**src/verilog/esx_regs.svh**
```systemverilog
// Constants of the extended stack instruction unit: widths, opcodes,
// phase numbers and reset values.
// Assumes inclusion by bare name from the package and the modules.
`ifndef ESX_REGS_SVH
`define ESX_REGS_SVH

// ****************************************************************
// Widths
// ****************************************************************
`define ESX_ADDR_W       12
`define ESX_PC_W         21
`define ESX_INSTR_W      16

// ****************************************************************
// Opcode fields
// ****************************************************************
`define ESX_CALL_WORD    16'h0014
`define ESX_OP_MOVE_HI   8'hEB
`define ESX_OP_PUSH_HI   8'hFA
`define ESX_OP_SUB_HI    8'hE9
`define ESX_SECOND_NIB   4'hF
`define ESX_MOVE_KIND_B  7
`define ESX_RET_SEL      2'h3
`define ESX_FP_SEL       2'h2

// ****************************************************************
// Phases of one instruction cycle
// ****************************************************************
`define ESX_Q1           2'h0
`define ESX_Q2           2'h1
`define ESX_Q3           2'h2
`define ESX_Q4           2'h3
`define ESX_PHASE_STEP   2'h1

// ****************************************************************
// Arithmetic and reset values
// ****************************************************************
`define ESX_PC_STEP      21'h000002
`define ESX_FP_DEC       12'h001
`define ESX_IND_READ_VAL 8'h00
`define ESX_IND_LO       12'hFD8
`define ESX_IND_HI       12'hFEF
`define ESX_PTR_RST      12'h000
`define ESX_PC_RST       21'h000000
`define ESX_ADDR_RST     12'h000
`define ESX_DATA_RST     8'h00

`endif

```
**src/verilog/esx_pkg.sv**
```systemverilog
// Types shared by the extended stack instruction unit.
// Assumes esx_regs.svh is on the include path.
`include "esx_regs.svh"

package esx_pkg;

  typedef logic [`ESX_ADDR_W-1:0]       esx_addr_t;
  typedef logic [`ESX_PC_W-1:0]         esx_pc_t;
  typedef logic [2:0][`ESX_ADDR_W-1:0]  esx_ptrs_t;

  typedef enum logic [2:0] {
    ESX_IDLE    = 3'b000,
    ESX_EXEC    = 3'b001,
    ESX_MOVE_RD = 3'b010,
    ESX_MOVE_WR = 3'b011,
    ESX_NOP     = 3'b100
  } esx_state_e;

  typedef enum logic [2:0] {
    ESX_OP_NONE      = 3'b000,
    ESX_OP_CALL_WORK = 3'b001,
    ESX_OP_MOVE_ABS  = 3'b010,
    ESX_OP_MOVE_IDX  = 3'b011,
    ESX_OP_PUSH      = 3'b100,
    ESX_OP_SUB       = 3'b101,
    ESX_OP_SUBRET    = 3'b110
  } esx_op_e;

  typedef struct packed {
    esx_op_e    op;
    logic [6:0] off7;
    logic [7:0] lit8;
    logic [1:0] sel;
    logic [5:0] k6;
  } esx_dec_s;

  typedef struct packed {
    logic       rd;
    logic       wr;
    esx_addr_t  addr;
    logic [7:0] wdata;
  } esx_mem_s;

  typedef struct packed {
    logic    pc_load;
    esx_pc_t pc_value;
    logic    push;
    esx_pc_t push_addr;
    logic    pop;
  } esx_flow_s;

endpackage

```
**src/verilog/esx_exec.sv**
```systemverilog
// Execution unit for the extended stack instructions of an 8-bit core.
// Assumes the core presents each program word during phase Q1 and
// answers a data read combinationally within the same phase.
`include "esx_regs.svh"

module esx_exec
  import esx_pkg::*;
(
  // Clock and reset.
  input  wire logic                    i_core_clk,
  input  wire logic                    i_rst_n,
  // Configuration.
  input  wire logic                    i_ext_enable,
  // Instruction stream.
  input  wire logic                    i_instr_valid,
  input  wire logic [`ESX_INSTR_W-1:0] i_instr,
  // Core state.
  input  wire esx_pc_t                 i_pc,
  input  wire logic [7:0]              i_working_reg,
  input  wire logic [7:0]              i_pc_latch_high,
  input  wire logic [7:0]              i_pc_latch_upper,
  input  wire esx_pc_t                 i_return_stack_top,
  // Pointer writes by the rest of the core.
  input  wire logic                    i_ptr_we,
  input  wire logic [1:0]              i_ptr_sel,
  input  wire esx_addr_t               i_ptr_wdata,
  // Data memory.
  input  wire logic [7:0]              i_mem_rdata,
  output esx_mem_s                     o_mem,
  // Program flow.
  output esx_flow_s                    o_flow,
  // Pointers and status.
  output esx_ptrs_t                    o_ptrs,
  output logic [1:0]                   o_phase,
  output logic                         o_claim,
  output logic                         o_status_we
);

  // ****************************************************************
  // Helpers
  // ****************************************************************

  function automatic esx_addr_t idx_addr(input esx_addr_t base,
                                         input logic [6:0] off);
    idx_addr = base + {5'h00, off};
  endfunction

  function automatic logic is_indirect(input esx_addr_t a);
    is_indirect = (a >= `ESX_IND_LO) && (a <= `ESX_IND_HI);
  endfunction

  function automatic esx_addr_t ptr_sub(input esx_addr_t base,
                                        input logic [5:0] k);
    ptr_sub = base - {6'h00, k};
  endfunction

  // ****************************************************************
  // State
  // ****************************************************************

  logic [1:0] phase_r;
  logic [1:0] phase_nxt;
  esx_state_e state_r;
  esx_state_e state_nxt;
  esx_dec_s   dec_r;
  esx_dec_s   dec_nxt;
  esx_dec_s   dec;
  esx_addr_t  addr_r;
  esx_addr_t  addr_nxt;
  logic [7:0] data_r;
  logic [7:0] data_nxt;
  logic       skip_r;
  logic       skip_nxt;
  esx_ptrs_t  ptr_r;
  esx_ptrs_t  ptr_nxt;
  esx_mem_s   mem_r;
  esx_mem_s   mem_nxt;
  esx_flow_s  flow_r;
  esx_flow_s  flow_nxt;
  logic       claim_r;
  logic       claim_nxt;
  logic       status_we_r;
  esx_addr_t  fp;
  esx_addr_t  dst;

  // The frame pointer is the base of every indexed address.
  assign fp = ptr_r[`ESX_FP_SEL];

  esx_decode u_decode (
    .i_instr      (i_instr),
    .i_ext_enable (i_ext_enable),
    .o_dec        (dec)
  );

  // ****************************************************************
  // Next-state logic
  // ****************************************************************

  always_comb begin
    // The phase counter runs freely; zero marks phase Q1 of a cycle.
    phase_nxt        = phase_r + `ESX_PHASE_STEP;
    state_nxt        = state_r;
    dec_nxt          = dec_r;
    addr_nxt         = addr_r;
    data_nxt         = data_r;
    skip_nxt         = skip_r;
    ptr_nxt          = ptr_r;
    mem_nxt          = mem_r;
    mem_nxt.rd       = 1'b0;
    mem_nxt.wr       = 1'b0;
    flow_nxt         = flow_r;
    flow_nxt.pc_load = 1'b0;
    flow_nxt.push    = 1'b0;
    flow_nxt.pop     = 1'b0;
    dst              = `ESX_ADDR_RST;
    // A pointer update by an instruction below overrides a write from
    // the core in the same clock.
    if (i_ptr_we && (i_ptr_sel != `ESX_RET_SEL)) begin
      ptr_nxt[i_ptr_sel] = i_ptr_wdata;
    end
    case (state_r)
      ESX_IDLE: begin
        if ((phase_r == `ESX_Q1) && i_instr_valid &&
            (dec.op != ESX_OP_NONE)) begin
          dec_nxt  = dec;
          addr_nxt = idx_addr(fp, dec.off7);
          if ((dec.op == ESX_OP_MOVE_ABS) || (dec.op == ESX_OP_MOVE_IDX)) begin
            state_nxt = ESX_MOVE_RD;
          end else begin
            state_nxt = ESX_EXEC;
          end
        end
      end
      ESX_EXEC: begin
        case (phase_r)
          `ESX_Q2: begin
            if (dec_r.op == ESX_OP_CALL_WORK) begin
              flow_nxt.push      = 1'b1;
              flow_nxt.push_addr = i_pc + `ESX_PC_STEP;
            end
          end
          `ESX_Q3: begin
            if (dec_r.op == ESX_OP_PUSH) begin
              mem_nxt.wr    = 1'b1;
              mem_nxt.addr  = fp;
              mem_nxt.wdata = dec_r.lit8;
            end
          end
          `ESX_Q4: begin
            state_nxt = ESX_IDLE;
            case (dec_r.op)
              ESX_OP_PUSH: begin
                ptr_nxt[`ESX_FP_SEL] = fp - `ESX_FP_DEC;
              end
              ESX_OP_SUB: begin
                ptr_nxt[dec_r.sel] = ptr_sub(ptr_r[dec_r.sel],
                                             dec_r.k6);
              end
              ESX_OP_SUBRET: begin
                ptr_nxt[`ESX_FP_SEL] = ptr_sub(fp, dec_r.k6);
                flow_nxt.pc_load  = 1'b1;
                flow_nxt.pc_value = i_return_stack_top;
                flow_nxt.pop      = 1'b1;
                state_nxt         = ESX_NOP;
              end
              ESX_OP_CALL_WORK: begin
                flow_nxt.pc_load  = 1'b1;
                flow_nxt.pc_value = {i_pc_latch_upper[4:0],
                                     i_pc_latch_high, i_working_reg};
                state_nxt         = ESX_NOP;
              end
              default: begin
                state_nxt = ESX_IDLE;
              end
            endcase
          end
          default: begin
            state_nxt = ESX_EXEC;
          end
        endcase
      end
      ESX_MOVE_RD: begin
        // An indirect-register source is never read, so the access cannot
        // disturb a pointer; the move carries zero instead.
        if (phase_r == `ESX_Q3) begin
          mem_nxt.rd   = !is_indirect(addr_r);
          mem_nxt.addr = addr_r;
        end else if (phase_r == `ESX_Q4) begin
          data_nxt  = is_indirect(addr_r) ? `ESX_IND_READ_VAL
                                          : i_mem_rdata;
          state_nxt = ESX_MOVE_WR;
        end
      end
      ESX_MOVE_WR: begin
        // A second word that is missing or lacks the move prefix aborts
        // the move without a write.
        if (phase_r == `ESX_Q1) begin
          if (dec_r.op == ESX_OP_MOVE_IDX) begin
            dst = idx_addr(fp, i_instr[6:0]);
          end else begin
            dst = i_instr[`ESX_ADDR_W-1:0];
          end
          addr_nxt = dst;
          skip_nxt = !i_instr_valid ||
                     (i_instr[15:12] != `ESX_SECOND_NIB) ||
                     ((dec_r.op == ESX_OP_MOVE_IDX) &&
                      is_indirect(dst));
        end else if (phase_r == `ESX_Q3) begin
          mem_nxt.wr    = !skip_r;
          mem_nxt.addr  = addr_r;
          mem_nxt.wdata = data_r;
        end else if (phase_r == `ESX_Q4) begin
          state_nxt = ESX_IDLE;
        end
      end
      ESX_NOP: begin
        if (phase_r == `ESX_Q4) begin
          state_nxt = ESX_IDLE;
        end
      end
      default: begin
        state_nxt = ESX_IDLE;
      end
    endcase
    // The core holds off its own decode while the block claims the cycle.
    claim_nxt = (state_nxt != ESX_IDLE);
  end

  // ****************************************************************
  // Registers
  // ****************************************************************

  always_ff @(posedge i_core_clk or negedge i_rst_n) begin
    if (!i_rst_n) begin
      phase_r         <= `ESX_Q1;
      state_r         <= ESX_IDLE;
      dec_r.op        <= ESX_OP_NONE;
      dec_r.off7      <= 7'h00;
      dec_r.lit8      <= 8'h00;
      dec_r.sel       <= 2'h0;
      dec_r.k6        <= 6'h00;
      addr_r          <= `ESX_ADDR_RST;
      data_r          <= `ESX_DATA_RST;
      skip_r          <= 1'b0;
      ptr_r           <= {3{`ESX_PTR_RST}};
      mem_r.rd        <= 1'b0;
      mem_r.wr        <= 1'b0;
      mem_r.addr      <= `ESX_ADDR_RST;
      mem_r.wdata     <= `ESX_DATA_RST;
      flow_r.pc_load  <= 1'b0;
      flow_r.pc_value <= `ESX_PC_RST;
      flow_r.push     <= 1'b0;
      flow_r.push_addr<= `ESX_PC_RST;
      flow_r.pop      <= 1'b0;
      claim_r         <= 1'b0;
      status_we_r     <= 1'b0;
    end else begin
      phase_r         <= phase_nxt;
      state_r         <= state_nxt;
      dec_r           <= dec_nxt;
      addr_r          <= addr_nxt;
      data_r          <= data_nxt;
      skip_r          <= skip_nxt;
      ptr_r           <= ptr_nxt;
      mem_r           <= mem_nxt;
      flow_r          <= flow_nxt;
      claim_r         <= claim_nxt;
      // None of these instructions ever writes the status flags.
      status_we_r     <= 1'b0;
    end
  end

  // ****************************************************************
  // Outputs
  // ****************************************************************

  assign o_mem       = mem_r;
  assign o_flow      = flow_r;
  assign o_ptrs      = ptr_r;
  assign o_phase     = phase_r;
  assign o_claim     = claim_r;
  assign o_status_we = status_we_r;

endmodule

```
**src/verilog/esx_decode.sv**
```systemverilog
// Opcode decoder of the extended stack instruction unit.
// Assumes a full instruction word and the extension enable are stable.
`include "esx_regs.svh"

module esx_decode
  import esx_pkg::*;
(
  // Instruction and configuration.
  input  wire logic [`ESX_INSTR_W-1:0] i_instr,
  input  wire logic                    i_ext_enable,
  // Decoded fields.
  output esx_dec_s                     o_dec
);

  logic [7:0] hi_byte;

  assign hi_byte = i_instr[15:8];

  always_comb begin
    o_dec.op   = ESX_OP_NONE;
    o_dec.off7 = i_instr[6:0];
    o_dec.lit8 = i_instr[7:0];
    o_dec.sel  = i_instr[7:6];
    o_dec.k6   = i_instr[5:0];
    if (i_ext_enable) begin
      if (i_instr == `ESX_CALL_WORD) begin
        o_dec.op = ESX_OP_CALL_WORK;
      end else if (hi_byte == `ESX_OP_MOVE_HI) begin
        o_dec.op = i_instr[`ESX_MOVE_KIND_B] ? ESX_OP_MOVE_IDX
                                             : ESX_OP_MOVE_ABS;
      end else if (hi_byte == `ESX_OP_PUSH_HI) begin
        o_dec.op = ESX_OP_PUSH;
      end else if (hi_byte == `ESX_OP_SUB_HI) begin
        o_dec.op = (i_instr[7:6] == `ESX_RET_SEL) ? ESX_OP_SUBRET
                                                  : ESX_OP_SUB;
      end
    end
  end

endmodule

```
**config.mk**
```make
export PLATFORM = sky130hd
export DESIGN_NAME = esx_exec
export DESIGN_NICKNAME = d
export VERILOG_FILES = /design/src/verilog/esx_pkg.sv /design/src/verilog/esx_exec.sv /design/src/verilog/esx_decode.sv
export VERILOG_INCLUDE_DIRS = /design/src /design/src/verilog
export SDC_FILE = /design/constraint.sdc
export NUM_CORES = 1
export LEC_CHECK = 0
export BUFFER_PORTS_ARGS = -buffer_cell sky130_fd_sc_hd__buf_2
export CAP_MARGIN = 5
export CORE_MARGIN = 2
export CORE_UTILIZATION = 58
export DETAILED_ROUTE_END_ITERATION = 12
export PLACE_DENSITY = 0.86
export REMOVE_ABC_BUFFERS = 1
export SYNTH_ARGS = -nofsm -noshare
export SYNTH_HDL_FRONTEND = slang
export SYNTH_SLANG_ARGS = --single-unit
```
**constraint.sdc**
```tcl
create_clock -name i_core_clk -period 5.2 [get_ports i_core_clk]
set_input_delay 1.04 -clock i_core_clk [delete_from_list [all_inputs] [get_ports i_core_clk]]
set_output_delay 1.04 -clock i_core_clk [all_outputs]
set_load 0.01 [all_outputs]
```
==> Implementation_results.wiki <==
{| class="wikitable"
! Metric !! Value
|-
| Peak supply drop || 240 uV
|-
| Count of boundary I/O pins || 216
|-
| Pleak || 4.82 nW
|-
| Post-route fraction of the period consumed by the critical path || 71.4%
|-
| Flip-flop and latch count after synthesis || 141
|-
| Horizontal die dimension || 125 um
|-
| Worst EP arrival || 4.01 ns
|-
| Area occupied by registers || 0.00353 sq mm
|-
| Post-Layout Cell Count || 1293
|-
| Post-DP HPWL || 16.9 mm
|-
| Fmax || 269 MHz
|-
| Multi-input combinational cell area || 0.00456 sq mm
|-
| Deepest level of the CTS H-tree || 4
|-
| Final WL || 23.3 mm
|-
| Antenna Nets Post-Route || 0
|-
| Sequential-to-total area share from yosys stat || 41.9%
|-
| Relative slew margins || 23.4%
|-
| Gpl congestion || 0.921
|-
| Data required time at the worst endpoint || 5.50 ns
|-
| Mapped cell area || 0.00842 sq mm
|-
| Met1 Use GR || 40.4%
|-
| Worst Setup Path Type || flip-flop to flip-flop
|-
| Placeable core area || 0.0144 sq mm
|-
| Top post-synthesis cells by count || 141 x dfrtp_1, 119 x nand2_1, 94 x o21ai_0
|-
| Core Util, Final || 70.3%
|-
| GR Util met2 || 48.1%
|-
| Met3 track demand over resource in global routing || 6.06%
|-
| Via density per instance || 6.05
|-
| Post-route setup TNS || 0 ns
|-
| Worst setup EP type || flip-flop
|-
| # placed instances || 1261
|-
| Max capacitance violation total || 0
|-
| Count of flip-flops with a built-in enable after synthesis || 0
|-
| Multiplexer area fraction after synthesis || 6.83%
|-
| Distinct cell type count after synthesis || 78
|-
| Gate Count Post-Synth || 905
|-
| CTS buffer count || 17
|-
| Post-CTS Setup Bufs || 0
|-
| Post-CTS sizing || 0
|-
| Via count || 7818
|-
| Final setup skew || 0.00733 ns
|-
| Die boundary height || 125 um
|-
| Dominant synthesized flop cell || dfrtp_1
|-
| Post-Synth Simple-Gate Area || 18.9%
|-
| Tightest Pin Transition || 1.14 ns
|-
| DRC violations left || 0
|-
| Largest family of logic cells by synthesized area || compound AO/OA/AOI/OAI gates
|-
| Largest net degree at the start of global routing || 95
|-
| Share of Yosys cell area claimed by the top area cell type || 41.9%
|-
| RSZ-0062 raised after global routing || false
|-
| Initial drt markers || 613
|-
| Adder-Cell Fraction of Synth Area || 4.43%
|-
| Number of sinks driven by the clock tree || 141
|-
| Final Max Tran Viols || 0
|-
| Startpoint Class || flip-flop
|-
| Post-synthesis average cell area || 9.31 sq um
|-
| Global-route wire length before repair || 37.6 mm
|-
| Layout cell share with drive strength beyond 1 || 27.3%
|-
| Maximum fanout encountered on the critical timing path || 30
|-
| Hold-fix buffers, CTS || 0
|-
| Die area || 0.0155 sq mm
|-
| All-layer global routing usage || 30.1%
|-
| Number of nets at the end of the flow || 1233
|-
| Number of warnings issued by yosys || 0
|-
| Final-report hold violation count || 0
|-
| Global route overflow || 0
|-
| Router iterations before antenna repair || 8
|-
| Vias in the first global route || 7553
|-
| Areal power density over the cells || 312 mW/mm^2
|-
| Clock tree buffer depth || 2
|-
| Final setup violating endpoints || 0
|-
| Clock period minus worst slack || 3.71 ns
|-
| Number of core rows || 44
|-
| Clock Pin Slew Worst Setup and Hold Paths || 0.06 ns
|-
| Cell with the most instances after synthesis || dfrtp_1
|-
| Worst Hold Class || flip-flop to flip-flop
|-
| Initial cell density of the core || 58.6%
|-
| # fillers || 1137
|-
| Result of the run || finished, final reports clean
|-
| Number of antenna violations at the first check in global routing || 0
|-
| Compound-Gate Fraction of Synth Area || 19.4%
|-
| Clock insertion delay at the later pin of the skew report || 0.43 ns
|-
| Share of flip-flops with an asynchronous set or reset || 100%
|-
| Worst hold margin || 0.474 ns
|-
| Average wire per standard cell || 18.0 um
|-
| Buffers added on ports || 211
|-
| Root Buffer Master || clkbuf_16
|-
| Most used routing layer in global routing || met2
|-
| CTS tree || done
|-
| Cell taking the most area after synthesis || dfrtp_1
|-
| Top post-synthesis cells by area || dfrtp_1 42%, o21ai_0 5.6%, nand2_1 5.3%
|-
| XOR/XNOR share of the synthesized area || 4.46%
|-
| Area overhead of the layout relative to synthesis || 19.9%
|}
-- cell families after synthesis --
group	after synthesis
buffers and inverters	68
multiplexers	55
flip-flops	141
other	1
adder cells (fa/ha/maj)	28
AND/OR/NAND/NOR	308
XOR/XNOR	42
AO/OA/AOI/OAI	262
-- sequential cells by signal, summed over array words and instances (netlist names) --
register / flops
o_claim: 1
fp: 12
dec_r: 11
skip_r: 1
data_r: 8
o_flow: 45
o_ptrs: 24
o_mem: 22
state_r: 3
o_phase: 2
addr_r: 12
-- worst paths after layout --
check,startpoint,end,slack (ns),depth (start not counted)
min reg2reg,o_flow[24],o_flow[24],0.47,2
min,o_flow[24],o_flow[24],0.47,2
min in group asynchronous,i_rst_n,o_ptrs[9],0.66,1
max,dec_r[25],fp[10],1.49,10
max in group asynchronous,i_rst_n,dec_r[9],3.40,2
max reg2reg,dec_r[25],fp[10],1.49,10
-- stage by stage --
step	setup WS, ns	instance area [sq um]	total power [W]
after detailed placement	1.65	9530	0.00195
after global placement	1.71	9530	0.00193
final	1.49	10100	0.00315
after global routing	1.17	10100	0.00328
after floorplan	2.04	8160	0.00170
after CTS	1.51	10100	0.00315
-- power by group --
group / leakage (nW) / total (W) / internal [W] / switching [W]
registers: 1.55 / 0.00127 / 0.00118 / 0.0000901
logic: 2.98 / 0.000691 / 0.000303 / 0.000388
clock network: 0.282 / 0.00119 / 0.000725 / 0.000468
total: 4.82 / 0.00315 / 0.00220 / 0.000946
-- critical path, stage by stage (launching register included) --
cell,delay (ns)
dfrtp_1,0.47
and2b_1,0.31
and2_1,0.87
nand2_1,0.23
fa_1,0.47
a21o_1,0.18
a21boi_0,0.23
nor2_1,0.12
nor4b_1,0.41
xnor2_1,0.17
o221ai_1,0.11
-- final cells by class --
class	count	share of cell area, %
clock buffers	20	4.52
diodes	1	0.0248
repair buffers	220	11.2
flip-flops and latches	141	34.9
clock inverters	11	1.16
multi-input cells	696	45.2
inverters	20	0.743
well taps	184	2.28
-- per-layer routing --
layer  share of wire (%)  vias to the layer above
met2                  48                      340
li1                    -                     3626
met1                  43                     3792
met4                 2.4                        0
met5                   0                        -
met3                 6.3                       60
-- cell usage in the layout (no fill, tap or decap), drive strengths merged, types with 6 or more instances in the layout --
master / instances
a211oi: 14
a21oi: 61
a22oi: 43
and3: 8
buf: 220
clkbuf: 20
clkinv: 6
dfrtp: 141
ha: 25
inv: 21
mux2: 20
mux2i: 35
nand2: 121
nand2b: 11
nand3: 13
nor2: 67
nor2b: 20
nor3: 12
nor3b: 7
nor4: 12
o21a: 8
o21ai: 97
o22ai: 6
or2: 10
xnor2: 22
xor2: 20
Power figures use the tool's default switching activity.
